$ cat config.mk
export PLATFORM = sky130hd
export DESIGN_NAME = sof_output_failsafe
export DESIGN_NICKNAME = d
export VERILOG_FILES = /design/src/hdl/sof_output_failsafe.v
export VERILOG_INCLUDE_DIRS = /design/src /design/src/hdl
export SDC_FILE = /design/constraint.sdc
export NUM_CORES = 1
export LEC_CHECK = 0
export BUFFER_PORTS_ARGS = -buffer_cell sky130_fd_sc_hd__buf_2
export CELL_PAD_IN_SITES_DETAIL_PLACEMENT = 0
export CELL_PAD_IN_SITES_GLOBAL_PLACEMENT = 1
export CORE_AREA = 3 3 148 150
export DETAILED_ROUTE_END_ITERATION = 10
export DIE_AREA = 0 0 151 153
export PLACE_DENSITY_LB_ADDON = 0.1
export SYNTH_ARGS = -nofsm -noshare
export SYNTH_HDL_FRONTEND = slang
export SYNTH_SLANG_ARGS = --single-unit
$ cat constraint.sdc
create_clock -name clock_i -period 3.3 [get_ports clock_i]
set_clock_uncertainty 0.1 [all_clocks]
set_input_delay 0.165 -clock clock_i [delete_from_list [all_inputs] [get_ports clock_i]]
set_output_delay 0.165 -clock clock_i [all_outputs]
set_load 0.05 [all_outputs]
$ cat src/hdl/sof_regs.vh
`ifndef SOF_REGS_VH
`define SOF_REGS_VH
// Output mode codes
`define SOF_MODE_DIGITAL_ONLY 2'h0
`define SOF_MODE_WINDOWED 2'h1
`define SOF_MODE_ANALOG_WIN 2'h2
`define SOF_MODE_ANALOG_ONLY 2'h3
// Register offsets
`define SOF_OFS_CTRL 4'h0
`define SOF_OFS_LIMITS_LO 4'h1
`define SOF_OFS_LIMITS_HI 4'h2
`define SOF_OFS_STATUS 4'h3
`define SOF_OFS_RESULT 4'h4
`define SOF_OFS_FAIL 4'h5
`define SOF_OFS_WDG_KICK 4'h6
// Field positions
`define SOF_CTRL_MODE_LSB 0
`define SOF_CTRL_MODE_SET 2
`define SOF_CTRL_STARTUP_DONE 3
// Reset values and diagnostic codes
`define SOF_LIMIT_LO_RST 15'h0000
`define SOF_LIMIT_HI_RST 15'h7FFF
`define SOF_LOW_DIAG_CODE 16'h0000
`define SOF_ERROR_CODE 16'hFFFF
// Timing
`define SOF_WINDOW_MS 500
`define SOF_CLK_MHZ 250
`define SOF_WDG_US 100
`define SOF_OSC_TIMEOUT_CYC 64
`endif

$ cat src/hdl/sof_output_failsafe.v
// Functional notes
// - Offset, drift and third-order nonlinearity corrected upstream.
// - Result is an unsigned 15-bit fraction in [0,1).
// - Result readable over two-wire and one-wire paths.
// - Analog value clipped to programmed lower and upper limits.
// - Output mode chosen from stored configuration or by command.
// - Digital-only: analog off, one-wire readout allowed.
// - Windowed: analog only after startup and window expiry without traffic.
// - Command entry accepted only inside the startup window.
// - Analog-with-window: analog right after startup, entry still accepted.
// - Analog-only: analog after startup, one-wire readout refused.
// - Converter code carries 12.4-bit resolution.
// - Any supervised failure enters diagnostic state.
// - Diagnostic state drives the low diagnostic band.
// - Error present: serial reads return the error code.
// - Watchdog supervises correction cpu execution.
// - Oscillator monitor flags stopped oscillation (no tick within 64 cycles).
// - Memory checks on every access flag failures.
// - Control registers carry parity; mismatch is a failure.
// - Startup error keeps output in low diagnostic band.
// - Command state separate from normal run and diagnostic states.
`timescale 1ns/1ps
`default_nettype none
`include "sof_regs.vh"
module sof_output_failsafe #(
	parameter WINDOW_CYC = `SOF_WINDOW_MS * `SOF_CLK_MHZ * 1000,
	parameter WDG_CYC = `SOF_WDG_US * `SOF_CLK_MHZ
) (
	input wire clock_i,
	input wire reset_n_i,
	input wire [3:0] addr_i,
	input wire [15:0] wdata_i,
	input wire wr_i,
	input wire rd_i,
	output reg [15:0] rdata_o,
	input wire [14:0] result_i,
	input wire result_valid_i,
	input wire [1:0] cfg_mode_i,
	input wire cfg_ok_i,
	input wire cfg_valid_i,
	input wire mem_access_i,
	input wire mem_check_fail_i,
	input wire osc_tick_i,
	input wire ow_activity_i,
	input wire ow_cmd_entry_i,
	input wire ow_read_req_i,
	output reg [15:0] ow_read_data_o,
	output reg ow_read_ack_o,
	output wire ow_read_refused_o,
	output reg [15:0] output_line_code_o,
	output wire output_line_oe_n_o,
	output wire diagnostic_state_o,
	output wire command_state_o,
	output wire normal_run_state_o
);
	localparam ST_STARTUP = 3'h0;
	localparam ST_WINDOW = 3'h1;
	localparam ST_NORMAL = 3'h2;
	localparam ST_COMMAND = 3'h3;
	localparam ST_DIAG = 3'h4;
	localparam [31:0] WIN_C = WINDOW_CYC;
	localparam [31:0] WDG_C = WDG_CYC;
	localparam [7:0] OSC_C = `SOF_OSC_TIMEOUT_CYC;

	reg [2:0] state_reg;
	reg [2:0] state_next;
	reg [1:0] mode_reg;
	reg mode_par_reg;
	reg [14:0] lim_lo_reg;
	reg lim_lo_par_reg;
	reg [14:0] lim_hi_reg;
	reg lim_hi_par_reg;
	reg [14:0] result_reg;
	reg [31:0] win_cnt_reg;
	reg [31:0] wdg_cnt_reg;
	reg [7:0] osc_cnt_reg;
	reg [4:0] fail_reg;
	reg analog_on_reg;
	reg ow_seen_reg;
	wire par_err;
	wire wdg_err;
	wire osc_err;
	wire any_fail;
	wire [14:0] clipped;
	wire in_window;
	wire wr_ctrl;
	wire wdg_kick;
	wire mem_err;
	wire cfg_err;
	wire cfg_load;
	wire wr_lim_lo;
	wire wr_lim_hi;
	wire ow_read_ok;
	reg [31:0] wdg_cnt_next;
	reg [7:0] osc_cnt_next;
	reg [4:0] fail_next;
	reg [1:0] mode_next;
	reg mode_par_next;
	reg [14:0] lim_lo_next;
	reg lim_lo_par_next;
	reg [14:0] lim_hi_next;
	reg lim_hi_par_next;
	reg [31:0] win_cnt_next;
	reg ow_seen_next;
	reg analog_on_next;
	reg [14:0] result_next;
	reg [15:0] code_next;
	reg [15:0] rdata_next;
	reg [15:0] ow_data_next;
	reg ow_ack_next;

	// ----------------------------------------
	// Failure detection
	// ----------------------------------------
	// Parity check registers
	assign par_err = (^mode_reg ^ mode_par_reg) |
		(^lim_lo_reg ^ lim_lo_par_reg) | (^lim_hi_reg ^ lim_hi_par_reg);
	assign wdg_err = (wdg_cnt_reg >= WDG_C);
	assign osc_err = (osc_cnt_reg >= OSC_C);
	assign mem_err = mem_access_i & mem_check_fail_i;
	assign cfg_err = cfg_valid_i & ~cfg_ok_i & (state_reg == ST_STARTUP);
	assign any_fail = (|fail_reg) | par_err | wdg_err | osc_err | mem_err;
	assign wr_ctrl = wr_i & (addr_i == `SOF_OFS_CTRL);
	assign wdg_kick = wr_i & (addr_i == `SOF_OFS_WDG_KICK);

	always @* begin
		wdg_cnt_next = wdg_cnt_reg;
		osc_cnt_next = osc_cnt_reg;
		if (wdg_kick)
			wdg_cnt_next = 32'h0;
		else if (!wdg_err)
			wdg_cnt_next = wdg_cnt_reg + 32'h1;
		if (osc_tick_i)
			osc_cnt_next = 8'h00;
		else if (!osc_err)
			osc_cnt_next = osc_cnt_reg + 8'h01;
		fail_next = fail_reg |
			{par_err, wdg_err, osc_err, mem_err, cfg_err};
	end

	always @(posedge clock_i or negedge reset_n_i) begin
		if (!reset_n_i) begin
			wdg_cnt_reg <= 32'h0;
			osc_cnt_reg <= 8'h00;
			fail_reg <= 5'h00;
		end else begin
			wdg_cnt_reg <= wdg_cnt_next;
			osc_cnt_reg <= osc_cnt_next;
			fail_reg <= fail_next;
		end
	end

	// ----------------------------------------
	// Configuration registers
	// ----------------------------------------
	always @(posedge clock_i or negedge reset_n_i) begin
		if (!reset_n_i) begin
			mode_reg <= `SOF_MODE_ANALOG_ONLY;
			mode_par_reg <= 1'b0;
			lim_lo_reg <= `SOF_LIMIT_LO_RST;
			lim_lo_par_reg <= 1'b0;
			lim_hi_reg <= `SOF_LIMIT_HI_RST;
			lim_hi_par_reg <= 1'b1;
		end else begin
			mode_reg <= mode_next;
			mode_par_reg <= mode_par_next;
			lim_lo_reg <= lim_lo_next;
			lim_lo_par_reg <= lim_lo_par_next;
			lim_hi_reg <= lim_hi_next;
			lim_hi_par_reg <= lim_hi_par_next;
		end
	end

	assign cfg_load = (state_reg == ST_STARTUP) && cfg_valid_i;
	assign wr_lim_lo = wr_i && (addr_i == `SOF_OFS_LIMITS_LO);
	assign wr_lim_hi = wr_i && (addr_i == `SOF_OFS_LIMITS_HI);

	always @* begin
		mode_next = mode_reg;
		mode_par_next = mode_par_reg;
		lim_lo_next = lim_lo_reg;
		lim_lo_par_next = lim_lo_par_reg;
		lim_hi_next = lim_hi_reg;
		lim_hi_par_next = lim_hi_par_reg;
		if (cfg_load) begin
			mode_next = cfg_ok_i ? cfg_mode_i : `SOF_MODE_ANALOG_ONLY;
			mode_par_next = ^mode_next;
		end else if (wr_ctrl & wdata_i[`SOF_CTRL_MODE_SET]) begin
			mode_next = wdata_i[1:0];
			mode_par_next = ^wdata_i[1:0];
		end
		if (wr_lim_lo) begin
			lim_lo_next = wdata_i[14:0];
			lim_lo_par_next = ^wdata_i[14:0];
		end
		if (wr_lim_hi) begin
			lim_hi_next = wdata_i[14:0];
			lim_hi_par_next = ^wdata_i[14:0];
		end
	end

	// ----------------------------------------
	// Mode state machine
	// ----------------------------------------
	// Window open only in window modes
	assign in_window = (state_reg == ST_WINDOW) && (win_cnt_reg < WIN_C);

	always @* begin
		state_next = state_reg;
		case (state_reg)
		ST_STARTUP: begin
			if (wr_ctrl & wdata_i[`SOF_CTRL_STARTUP_DONE]) begin
				if (mode_reg == `SOF_MODE_WINDOWED ||
					mode_reg == `SOF_MODE_ANALOG_WIN)
					state_next = ST_WINDOW;
				else
					state_next = ST_NORMAL;
			end
		end
		ST_WINDOW: begin
			if (ow_cmd_entry_i)
				state_next = ST_COMMAND;
			else if (!in_window)
				state_next = ST_NORMAL;
		end
		ST_NORMAL: state_next = ST_NORMAL;
		ST_COMMAND: state_next = ST_COMMAND;
		ST_DIAG: state_next = ST_DIAG;
		default: state_next = ST_DIAG;
		endcase
		if (any_fail)
			state_next = ST_DIAG;
	end

	always @(posedge clock_i or negedge reset_n_i) begin
		if (!reset_n_i) begin
			state_reg <= ST_STARTUP;
			win_cnt_reg <= 32'h0;
			ow_seen_reg <= 1'b0;
			analog_on_reg <= 1'b0;
		end else begin
			state_reg <= state_next;
			win_cnt_reg <= win_cnt_next;
			ow_seen_reg <= ow_seen_next;
			analog_on_reg <= analog_on_next;
		end
	end

	always @* begin
		win_cnt_next = win_cnt_reg;
		ow_seen_next = ow_seen_reg;
		if (state_reg == ST_WINDOW)
			win_cnt_next = win_cnt_reg + 32'h1;
		// Traffic in the window blocks a later analog start
		if (state_reg == ST_WINDOW && ow_activity_i)
			ow_seen_next = 1'b1;
		if (state_next == ST_NORMAL &&
			mode_reg == `SOF_MODE_WINDOWED)
			analog_on_next = ~ow_seen_reg;
		else if (state_next == ST_NORMAL || state_next == ST_WINDOW)
			analog_on_next = (mode_reg == `SOF_MODE_ANALOG_WIN) |
				(mode_reg == `SOF_MODE_ANALOG_ONLY);
		else
			analog_on_next = 1'b0;
		if (mode_reg == `SOF_MODE_DIGITAL_ONLY)
			analog_on_next = 1'b0;
	end

	// ----------------------------------------
	// Output path
	// ----------------------------------------
	// Clip to limits
	assign clipped = (result_reg < lim_lo_reg) ? lim_lo_reg :
		(result_reg > lim_hi_reg) ? lim_hi_reg : result_reg;

	always @(posedge clock_i or negedge reset_n_i) begin
		if (!reset_n_i) begin
			result_reg <= 15'h0000;
			output_line_code_o <= `SOF_LOW_DIAG_CODE;
		end else begin
			result_reg <= result_next;
			output_line_code_o <= code_next;
		end
	end

	always @* begin
		result_next = result_reg;
		if (result_valid_i)
			result_next = result_i;
		if (state_reg == ST_DIAG || state_reg == ST_STARTUP)
			code_next = `SOF_LOW_DIAG_CODE;
		else
			code_next = {clipped, 1'b0};
	end

	assign output_line_oe_n_o = ~((analog_on_reg & state_reg != ST_DIAG &
		state_reg != ST_COMMAND) | state_reg == ST_DIAG |
		(state_reg == ST_STARTUP & mode_reg[1]));
	assign diagnostic_state_o = (state_reg == ST_DIAG);
	assign command_state_o = (state_reg == ST_COMMAND);
	assign normal_run_state_o = (state_reg == ST_NORMAL) |
		(state_reg == ST_WINDOW);
	assign ow_read_refused_o = ow_read_req_i &
		(mode_reg == `SOF_MODE_ANALOG_ONLY);

	// ----------------------------------------
	// Readout paths
	// ----------------------------------------
	always @(posedge clock_i or negedge reset_n_i) begin
		if (!reset_n_i) begin
			rdata_o <= 16'h0000;
			ow_read_data_o <= 16'h0000;
			ow_read_ack_o <= 1'b0;
		end else begin
			ow_read_ack_o <= ow_ack_next;
			ow_read_data_o <= ow_data_next;
			rdata_o <= rdata_next;
		end
	end

	assign ow_read_ok = ow_read_req_i & ~ow_read_refused_o;

	always @* begin
		ow_ack_next = ow_read_ok;
		ow_data_next = ow_read_data_o;
		if (ow_read_ok)
			ow_data_next = diagnostic_state_o ?
				`SOF_ERROR_CODE : {1'b0, result_reg};
		// Read data stand one cycle only
		rdata_next = 16'h0000;
		if (rd_i) begin
			case (addr_i)
			`SOF_OFS_CTRL: rdata_next = {14'h0000, mode_reg};
			`SOF_OFS_LIMITS_LO: rdata_next = {1'b0, lim_lo_reg};
			`SOF_OFS_LIMITS_HI: rdata_next = {1'b0, lim_hi_reg};
			`SOF_OFS_STATUS: rdata_next = {10'h000, analog_on_reg,
				in_window, 1'b0, state_reg};
			`SOF_OFS_RESULT: rdata_next = diagnostic_state_o ?
				`SOF_ERROR_CODE : {1'b0, result_reg};
			`SOF_OFS_FAIL: rdata_next = {11'h000, fail_reg};
			default: rdata_next = 16'h0000;
			endcase
		end
	end
endmodule
`default_nettype wire

* Word level (Yosys, flattened, before mapping)
Cells that the tools add are included.
Storage, ports and cells: bits in registers 181, bits of input ports 50, output and inout bits 54, word-level logic and storage cells 119
Operators by class: add/subtract/negate cells 3, magnitude comparators 5, equality and inequality tests 19, mux-type cells 24, bitwise operators 30, reduce and logical (&&, ||, !) cells 20
Operator list (count):
- 16-bit case mux with 6 select lines | 1
- 32-bit by 1-bit adder with 32-bit output, second input constant | 2
- 32-bit two-way mux | 2
- 16-bit two-way mux | 3
- 15-bit parity | 3
- 32-bit by 15-bit >= comparator with 1-bit output, second input constant | 1
- 32-bit by 27-bit < comparator with 1-bit output, second input constant | 1
- 15-bit two-way mux | 2
- 8-bit two-way mux | 2
- 15-bit greater-than comparator | 1
- 15-bit < comparator | 1
- 1-bit AND | 12
- 4-bit by 3-bit == test with 1-bit output, second input constant | 3
- 3-bit two-way mux | 4
- 3-bit case mux with 4 select lines | 1
- 1-bit bitwise OR | 10
- 3-bit by 2-bit == test with 1-bit output, second input constant | 3
- 8-bit by 1-bit adder with 8-bit output, second input constant | 1
- 4-bit by 2-bit == test with 1-bit output, second input constant | 2
- 8-bit by 7-bit >= comparator with 1-bit output, second input constant | 1
- 2-bit two-way mux | 4
- 3-bit by 1-bit == test with 1-bit output, second input constant | 2
- 1-bit logical AND | 6
- 2-bit parity | 3
- 18 further kinds | 30

* Depth between registers and ports, before layout
Gate-level depths: netlist (run 1).
depth in word-level cells 14, mapped depth 10, mapped depth without buffers 8

* Least setup slack after synthesis (run 1)
Ideal clock, no wire load.
path type register to register, start register lim_hi_reg[12], end register output_line_code_o[10], library setup time 99 ps, arrival time 2381 ps, required time 3101 ps, slack 719 ps, stages on the path, launching flop included 10, buffers on the path 1, period minus slack after synthesis 2581 ps, path through dfstp_2 > inv_1 > ha_1 > nand2_1 > nor3_1 > nand2_1 > a22oi_1 > clkbuf_1 > nand3_1 > a311oi_1
Between the ends: word-level cells in the longest chain between the ends 4
Ends and longest elaborated chain:
- start, declared | line sof_output_failsafe.v:71 | reg [14:0] lim_hi_reg;
- start signal, assigned | line sof_output_failsafe.v:162 | lim_hi_reg <= `SOF_LIMIT_HI_RST;
- start signal, assigned | line sof_output_failsafe.v:169 | lim_hi_reg <= lim_hi_next;
- 15-bit greater-than comparator | line sof_output_failsafe.v:274 | (result_reg > lim_hi_reg) ? lim_hi_reg : result_reg;
- 15-bit two-way mux | line sof_output_failsafe.v:274
- 15-bit two-way mux | line sof_output_failsafe.v:273 | assign clipped = (result_reg < lim_lo_reg) ? lim_lo_reg :
- 16-bit two-way mux | line sof_output_failsafe.v:290 | if (state_reg == ST_DIAG || state_reg == ST_STARTUP)
- named net code_next[10] | line sof_output_failsafe.v:107 | reg [15:0] code_next;
- end signal, assigned | line sof_output_failsafe.v:279 | output_line_code_o <= `SOF_LOW_DIAG_CODE;
- end signal, assigned | line sof_output_failsafe.v:282 | output_line_code_o <= code_next;
- end, declared | line sof_output_failsafe.v:50 | output reg [15:0] output_line_code_o,
The timed path passes the listed nets, and every way through them passes these cells. A chain may end at the register's enable or synchronous reset.

* Worst setup path after layout (run 1)
start register lim_hi_reg[2], end register output_line_code_o[8]
The elaborated chain is that of the path after synthesis.

==> results.sh, run 1 <==
export IMPL_status="complete, no violations"
export IMPL_yosysMostFrequentCell="dfrtp_1"
export IMPL_p_seq_frac=0.408
export IMPL_async_reset_ff_frac=1.00
export IMPL_cts_tree="done"
export IMPL_nets=1150
export IMPL_wl_per_cell_um=18.2
export IMPL_coreArea_um2=20800
export IMPL_dieArea_um2=23100
export IMPL_place_gp_congestion=0.832
export IMPL_synth_seq_cells=180
export IMPL_tns_ps=0
export IMPL_multi_input_area_um2=4470
export IMPL_place_ws_ps=459
export IMPL_power_mw=6.84
export IMPL_io_pins=104
export IMPL_cts_root_buf="clkbuf_16"
export IMPL_holdPathStages=2
export IMPL_htree_levels=4
export IMPL_yosysWarnings=0
export IMPL_drive_above_1_share=0.243
export IMPL_combPwrFrac=0.312
export IMPL_cts_resized=0
export IMPL_path_clk_slew_ps=70
export IMPL_critPathRequiredTime_ps=3520
export IMPL_cts_sinks=180
export IMPL_worstRegToRegCells=9
export IMPL_synth_nets=983
export IMPL_num_fill_cells=1938
export IMPL_grt_pass1_vias=7127
export IMPL_clk_latency_ps=430
export IMPL_crit_arrival_ps=3080
export IMPL_synth_top_area_cell="dfrtp_1"
export IMPL_clockBufferDepth=2
export IMPL_critical_path_class="reg2reg"
export IMPL_synth_cells=896
export IMPL_grt_max_degree=75
export IMPL_cts_buffers=17
export IMPL_vdd_drop_max_mv=0.391
export IMPL_final_area_um2=11300
export IMPL_hold_viol=0
export IMPL_end_kind="flip-flop"
export IMPL_final_max_slew_viol_count=0
export IMPL_synth_area_per_cell_um2=10.4
export IMPL_grt_pass1_wl_um=39700
export IMPL_worst_hold_slack_ps=30.2
export IMPL_seq_area_frac_synth=0.486
export IMPL_antenna_found_initial=1
export IMPL_cp_start_kind="flip-flop"
export IMPL_finalCriticalPeriod_ps=2870
export IMPL_hp_class="in2reg"
export IMPL_hpwlAfterDp_um=18000
export IMPL_via_count=7258
export IMPL_drtIter0Drc=468
export IMPL_p_sw_mw=2.41
export IMPL_register_area_um2=4530
export IMPL_wl_um=24700
export IMPL_holdBufCountCts=40
export IMPL_max_freq_mhz=349
export IMPL_yosys_area_top_type_share=0.435
export IMPL_dr_pass1_iters=7
export IMPL_drtAntennaViolNets=0
export IMPL_fin_util=0.543
export IMPL_crit_path_max_fanout=9
export IMPL_synth_edf_count=0
export IMPL_post_cts_buffers=0
export IMPL_io_buffers=101
export IMPL_clkPwrFrac=0.280
export IMPL_chipHeight_um=153
export IMPL_netlist_top_cells_count="162 x dfrtp_1, 75 x nand2_1, 66 x xnor2_1"
export IMPL_stdcell_count=1352
export IMPL_netlist_top_cells_area="dfrtp_1 44%, mux2_2 6.3%, xnor2_1 6.2%"
export IMPL_setup_violations=0
export IMPL_num_rows=53
export IMPL_grt_ovfl_total=0
export IMPL_max_cap_viol_count=0
export IMPL_postPlaceCellArea_um2=10400
export IMPL_fin_crit_sh=0.869
export IMPL_syn_to_final_growth_pct=21.5
export IMPL_vias_per_cell=5.37
export IMPL_die_x_um=151
export IMPL_grtUsageTotal=0.221
export IMPL_start_util=0.447
export IMPL_placed_cells=1279
export IMPL_tightest_slew_ps=764
export IMPL_slew_headroom=0.478
export IMPL_p_int_mw=4.44
export IMPL_p_per_area_nw_per_um2=605
export IMPL_swShare=0.352
export IMPL_ys_flop_type="dfrtp_1"
export IMPL_layout_setup_ws_ps=432
export IMPL_synth_area_um2=9310
export IMPL_synth_cell_type_count=65
export IMPL_leakage_nw=5.21
export IMPL_drc=0
export IMPL_rsz0062_at_grt="false"
layout by cell type, fill, tap and decap left out, drive strengths merged, types with 5 or more instances in the layout:
master,n
nand4,13
o211ai,5
xnor2,66
nor3b,5
buf,145
or3,5
nand2,75
dlygate4sd3,40
a311oi,15
and4,7
dfstp,18
nor4,12
and2,6
ha,37
o21a,5
inv,45
o21ai,59
xor2,27
nor3,12
nor2b,20
clkinv,8
a22oi,10
clkbuf,20
nor2,50
nand3,41
a21oi,40
dfrtp,162
and3,11
a31oi,5
nand2b,6
mux2,53
routing by layer:
metal | vias to the layer above | GRT usage | wire length (um)
met4 | 0 | 0.0557 | 244
li1 | 3503 | - | -
met1 | 3547 | 0.359 | 12500
met3 | 17 | 0.0332 | 1350
met2 | 191 | 0.305 | 10600
met5 | - | 0 | 0
cells by family after synthesis:
| logic type | count (synthesis) | synth area share |
|---|---|---|
| buffers and inverters | 81 | 0.0343 |
| other | 1 | 0.000403 |
| flip-flops | 180 | 0.486 |
| AND/OR/NAND/NOR | 278 | 0.158 |
| XOR/XNOR | 93 | 0.0875 |
| AO/OA/AOI/OAI | 171 | 0.117 |
| adder cells (fa/ha/maj) | 37 | 0.0497 |
| multiplexers | 55 | 0.0667 |
worst paths after layout:
kind	start	end	slack [ps]
worst min register to register	ow_read_data_o[13]	ow_read_data_o[13]	370
max in group asynchronous	reset_n_i	lim_hi_reg[14]	1980
worst max-delay path	lim_hi_reg[2]	output_line_code_o[8]	430
worst min-delay path	wdata_i[3]	lim_hi_reg[3]	30
worst max register to register	lim_hi_reg[2]	output_line_code_o[8]	430
min in group asynchronous	reset_n_i	ow_read_data_o[10]	220
area by class of cell:
cell class,instances,share of cell area
Antenna cell,1,0.000221
Sequential cell,180,0.400
Timing Repair Buffer,185,0.111
Clock buffer,20,0.0386
Inverter,44,0.0146
Multi-Input combinational cell,635,0.395
Tap cell,275,0.0304
Clock inverter,12,0.00962
critical path: stages (launching register included):
cell      delay, ps
dfstp_2         570
inv_1            50
ha_1            300
o21ai_0         190
a21oi_1          70
o41a_1          340
o211ai_1        460
buf_4           260
nand3_1         100
a311oi_1        310
power by group through the flow:
stage	clock (mW)	combinational, mW	sequential [mW]
after global routing	2.06	2.37	2.82
after floorplan	0	1.23	3.03
after detailed placement	0	2.11	2.82
after global placement	0	2.08	2.82
after CTS	1.97	2.16	2.79
final	1.92	2.13	2.79
(Power assumes the default switching activity.)
==> run 2: changes to the inputs <==
--- a/config.mk
+++ b/config.mk
@@ -6,12 +6,13 @@
 export SDC_FILE = /design/constraint.sdc
 export NUM_CORES = 1
 export LEC_CHECK = 0
+export ABC_AREA = 1
 export BUFFER_PORTS_ARGS = -buffer_cell sky130_fd_sc_hd__buf_2
 export CELL_PAD_IN_SITES_DETAIL_PLACEMENT = 0
 export CELL_PAD_IN_SITES_GLOBAL_PLACEMENT = 1
-export CORE_AREA = 3 3 148 150
+export CORE_AREA = 3 3 153 155
 export DETAILED_ROUTE_END_ITERATION = 10
-export DIE_AREA = 0 0 151 153
+export DIE_AREA = 0 0 156 158
 export PLACE_DENSITY_LB_ADDON = 0.1
 export SYNTH_ARGS = -nofsm -noshare
 export SYNTH_HDL_FRONTEND = slang
==> run 2 against run 1 <==
Critical path depth decreased by 1. Critical path type is now reg2out. Cell area increased by 2.0%. Hold slack improved by 3.6 ps. Final cell count increased by 21%. Critical endpoint is now output_line_oe_n_o. Area after synthesis increased by 4.1%. Sequential share of layout area decreased by 0.79 points. Synthesized cell count increased by 34%. Die area increased by 6.7%. Largest power group unchanged. Non-clock buffer count decreased by 32. Sequential power decreased by 7%.
==> results.sh, run 2 <==
export IMPL_drtAntennaViolNets=0
export IMPL_holdBufCountCts=41
export IMPL_grt_ovfl_total=0
export IMPL_netlist_top_cells_area="dfrtp_1 42%, nand2_1 10%, inv_1 7.5%"
export IMPL_yosysMostFrequentCell="nand2_1"
export IMPL_place_ws_ps=931
export IMPL_crit_path_max_fanout=16
export IMPL_synth_cells=1201
export IMPL_p_sw_mw=1.98
export IMPL_antenna_found_initial=0
export IMPL_final_cell_mix="270 x nand2_1, 194 x inv_1, 162 x dfrtp_1, 107 x nor2_1, 100 x buf_2"
export IMPL_wl_per_cell_um=15.1
export IMPL_seq_area_frac_synth=0.467
export IMPL_nets=1430
export IMPL_fin_crit_sh=0.752
export IMPL_crit_top_cell="nor2_1"
export IMPL_p_per_area_nw_per_um2=525
export IMPL_cts_buffers=17
export IMPL_wl_um=24600
export IMPL_mostFrequentLayoutCell="nand2_1"
export IMPL_cts_resized=0
export IMPL_grt_use_met2=0.303
export IMPL_busiest_layer="met1"
export IMPL_grt_pass1_vias=7727
export IMPL_layout_setup_ws_ps=820
export IMPL_crit_path_top_delay_cell="dfrtp_1"
export IMPL_cp_start_kind="flip-flop"
export IMPL_critical_path_class="reg2out"
export IMPL_crit_start="state_reg[1]"
export IMPL_combPwrFrac=0.227
export IMPL_rsz0062_at_grt="false"
export IMPL_slew_headroom=0.215
export IMPL_status="complete, no violations"
export IMPL_critPathRequiredTime_ps=3030
export IMPL_num_rows=54
export IMPL_yosysWarnings=0
export IMPL_coreArea_um2=22000
export IMPL_cts_sinks=180
export IMPL_path_clk_slew_ps=70
export IMPL_htree_levels=4
export IMPL_hpwlAfterDp_um=18200
export IMPL_synth_cell_type_count=41
export IMPL_die_x_um=156
export IMPL_swShare=0.328
export IMPL_use_met1=0.314
export IMPL_holdPathStages=3
export IMPL_ys_flop_type="dfrtp_1"
export IMPL_reg2reg_to="output_line_code_o[4]"
export IMPL_setup_violations=0
export IMPL_place_gp_congestion=0.818
export IMPL_tightest_slew_ps=1180
export IMPL_finalCriticalPeriod_ps=2480
export IMPL_cts_tree="done"
export IMPL_rrSetupSlack_ps=910
export IMPL_chipHeight_um=158
export IMPL_synth_area_per_cell_um2=8.07
export IMPL_synth_top_area_cell="dfrtp_1"
export IMPL_final_max_slew_viol_count=0
export IMPL_p_int_mw=4.07
export IMPL_grtUsageTotal=0.204
export IMPL_diodes=0
export IMPL_worstRegToRegCells=10
export IMPL_via_count=8117
export IMPL_timing_rr_start="lim_hi_reg[4]"
export IMPL_drive_above_1_share=0.137
export IMPL_fin_util=0.526
export IMPL_yosys_area_top_type_share=0.418
export IMPL_syn_to_final_growth_pct=19.1
export IMPL_synth_edf_count=0
export IMPL_io_buffers=101
export IMPL_cpPeakStageDelay_ps=440
export IMPL_min_from="cfg_valid_i"
export IMPL_clkPwrFrac=0.344
export IMPL_cts_root_buf="clkbuf_16"
export IMPL_end_kind="output port"
export IMPL_hold_viol=0
export IMPL_dr_pass1_iters=5
export IMPL_async_reset_ff_frac=1.00
export IMPL_vias_per_cell=4.96
export IMPL_synth_seq_cells=180
export IMPL_synth_area_um2=9690
export IMPL_max_freq_mhz=403
export IMPL_clockBufferDepth=2
export IMPL_crit_arrival_ps=2220
export IMPL_io_pins=104
export IMPL_drtIter0Drc=517
export IMPL_p_seq_frac=0.429
export IMPL_clk_latency_ps=440
export IMPL_synth_nets=1288
export IMPL_tns_ps=0
export IMPL_leakage_nw=5.97
export IMPL_start_util=0.441
export IMPL_whs_endpoint="fail_reg[0]"
export IMPL_crit_chain="nor2_1 -> inv_2 -> nor2_1 -> buf_4 -> a21oi_1 -> o21ai_0 -> inv_1 -> buf_2"
export IMPL_drc=0
export IMPL_vdd_drop_max_mv=0.322
export IMPL_hp_class="in2reg"
export IMPL_grt_pass1_wl_um=40000
export IMPL_grt_max_degree=76
export IMPL_grt_use_met3=0.0342
export IMPL_post_cts_buffers=0
export IMPL_dieArea_um2=24600
export IMPL_netlist_top_cells_count="270 x nand2_1, 194 x inv_1, 162 x dfrtp_1"
export IMPL_max_cap_viol_count=0
==> run 2: cells by family after synthesis <==
logic type | share of synthesized area
fa+ha+maj | 0.0478
flops | 0.467
xor+xnor | 0.0533
buf+inv | 0.0887
other cells | 0.000387
simple gates | 0.221
compound gates | 0.121
==> run 2: worst max path at each step <==
| stage | to |
|---|---|
| after floorplan | rdata_o[12] |
| after global placement | output_line_code_o[8] |
| after detailed placement | output_line_code_o[4] |
| after CTS | output_line_oe_n_o |
| after global routing | analog_on_reg |
| final | output_line_oe_n_o |
==> run 2: through the flow <==
step | instances | hold slack (ps) | power, mW | area (um^2)
3_5_place_dp | 1563 | 159 | 3.97 | 10500
4_1_cts | 1636 | 12.5 | 6.11 | 11500
6_report | 1636 | 33.8 | 6.06 | 11500
2_1_floorplan | 1201 | -231 | 3.55 | 9690
3_3_place_gp | 1563 | 155 | 3.94 | 10500
5_1_grt | 1636 | 60.2 | 6.45 | 11500
==> run 2: per-layer routing <==
| layer | share of wire | up-vias |
|---|---|---|
| met1 | 0.52 | 3751 |
| met2 | 0.42 | 180 |
| met3 | 0.045 | 18 |
| met5 | 0 | - |
| li1 | - | 4168 |
| met4 | 0.0091 | 0 |
==> run 2: layout make-up <==
class	instances	area, um^2
sequential	180	4530
clock buffer	19	453
inverter	197	739
timing repair buffer	153	1020
clock inverter	13	146
fill	2146	10400
tap	280	350
multi-input combinational	794	4310
==> run 2: power by group through the flow <==
| stage | combinational, mW | clock (mW) | sequential (mW) |
|---|---|---|---|
| after floorplan | 0.954 | 0 | 2.60 |
| after global placement | 1.32 | 0 | 2.63 |
| after detailed placement | 1.34 | 0 | 2.63 |
| after CTS | 1.38 | 2.14 | 2.59 |
| after global routing | 1.59 | 2.23 | 2.62 |
| final | 1.38 | 2.09 | 2.60 |
==> run 2: critical path: cells and delay by family (launching register included) <==
family | cells | cell delay (ps)
buf+inv | 4 | 700
flops | 1 | 440
simple gates | 2 | 440
compound gates | 2 | 200
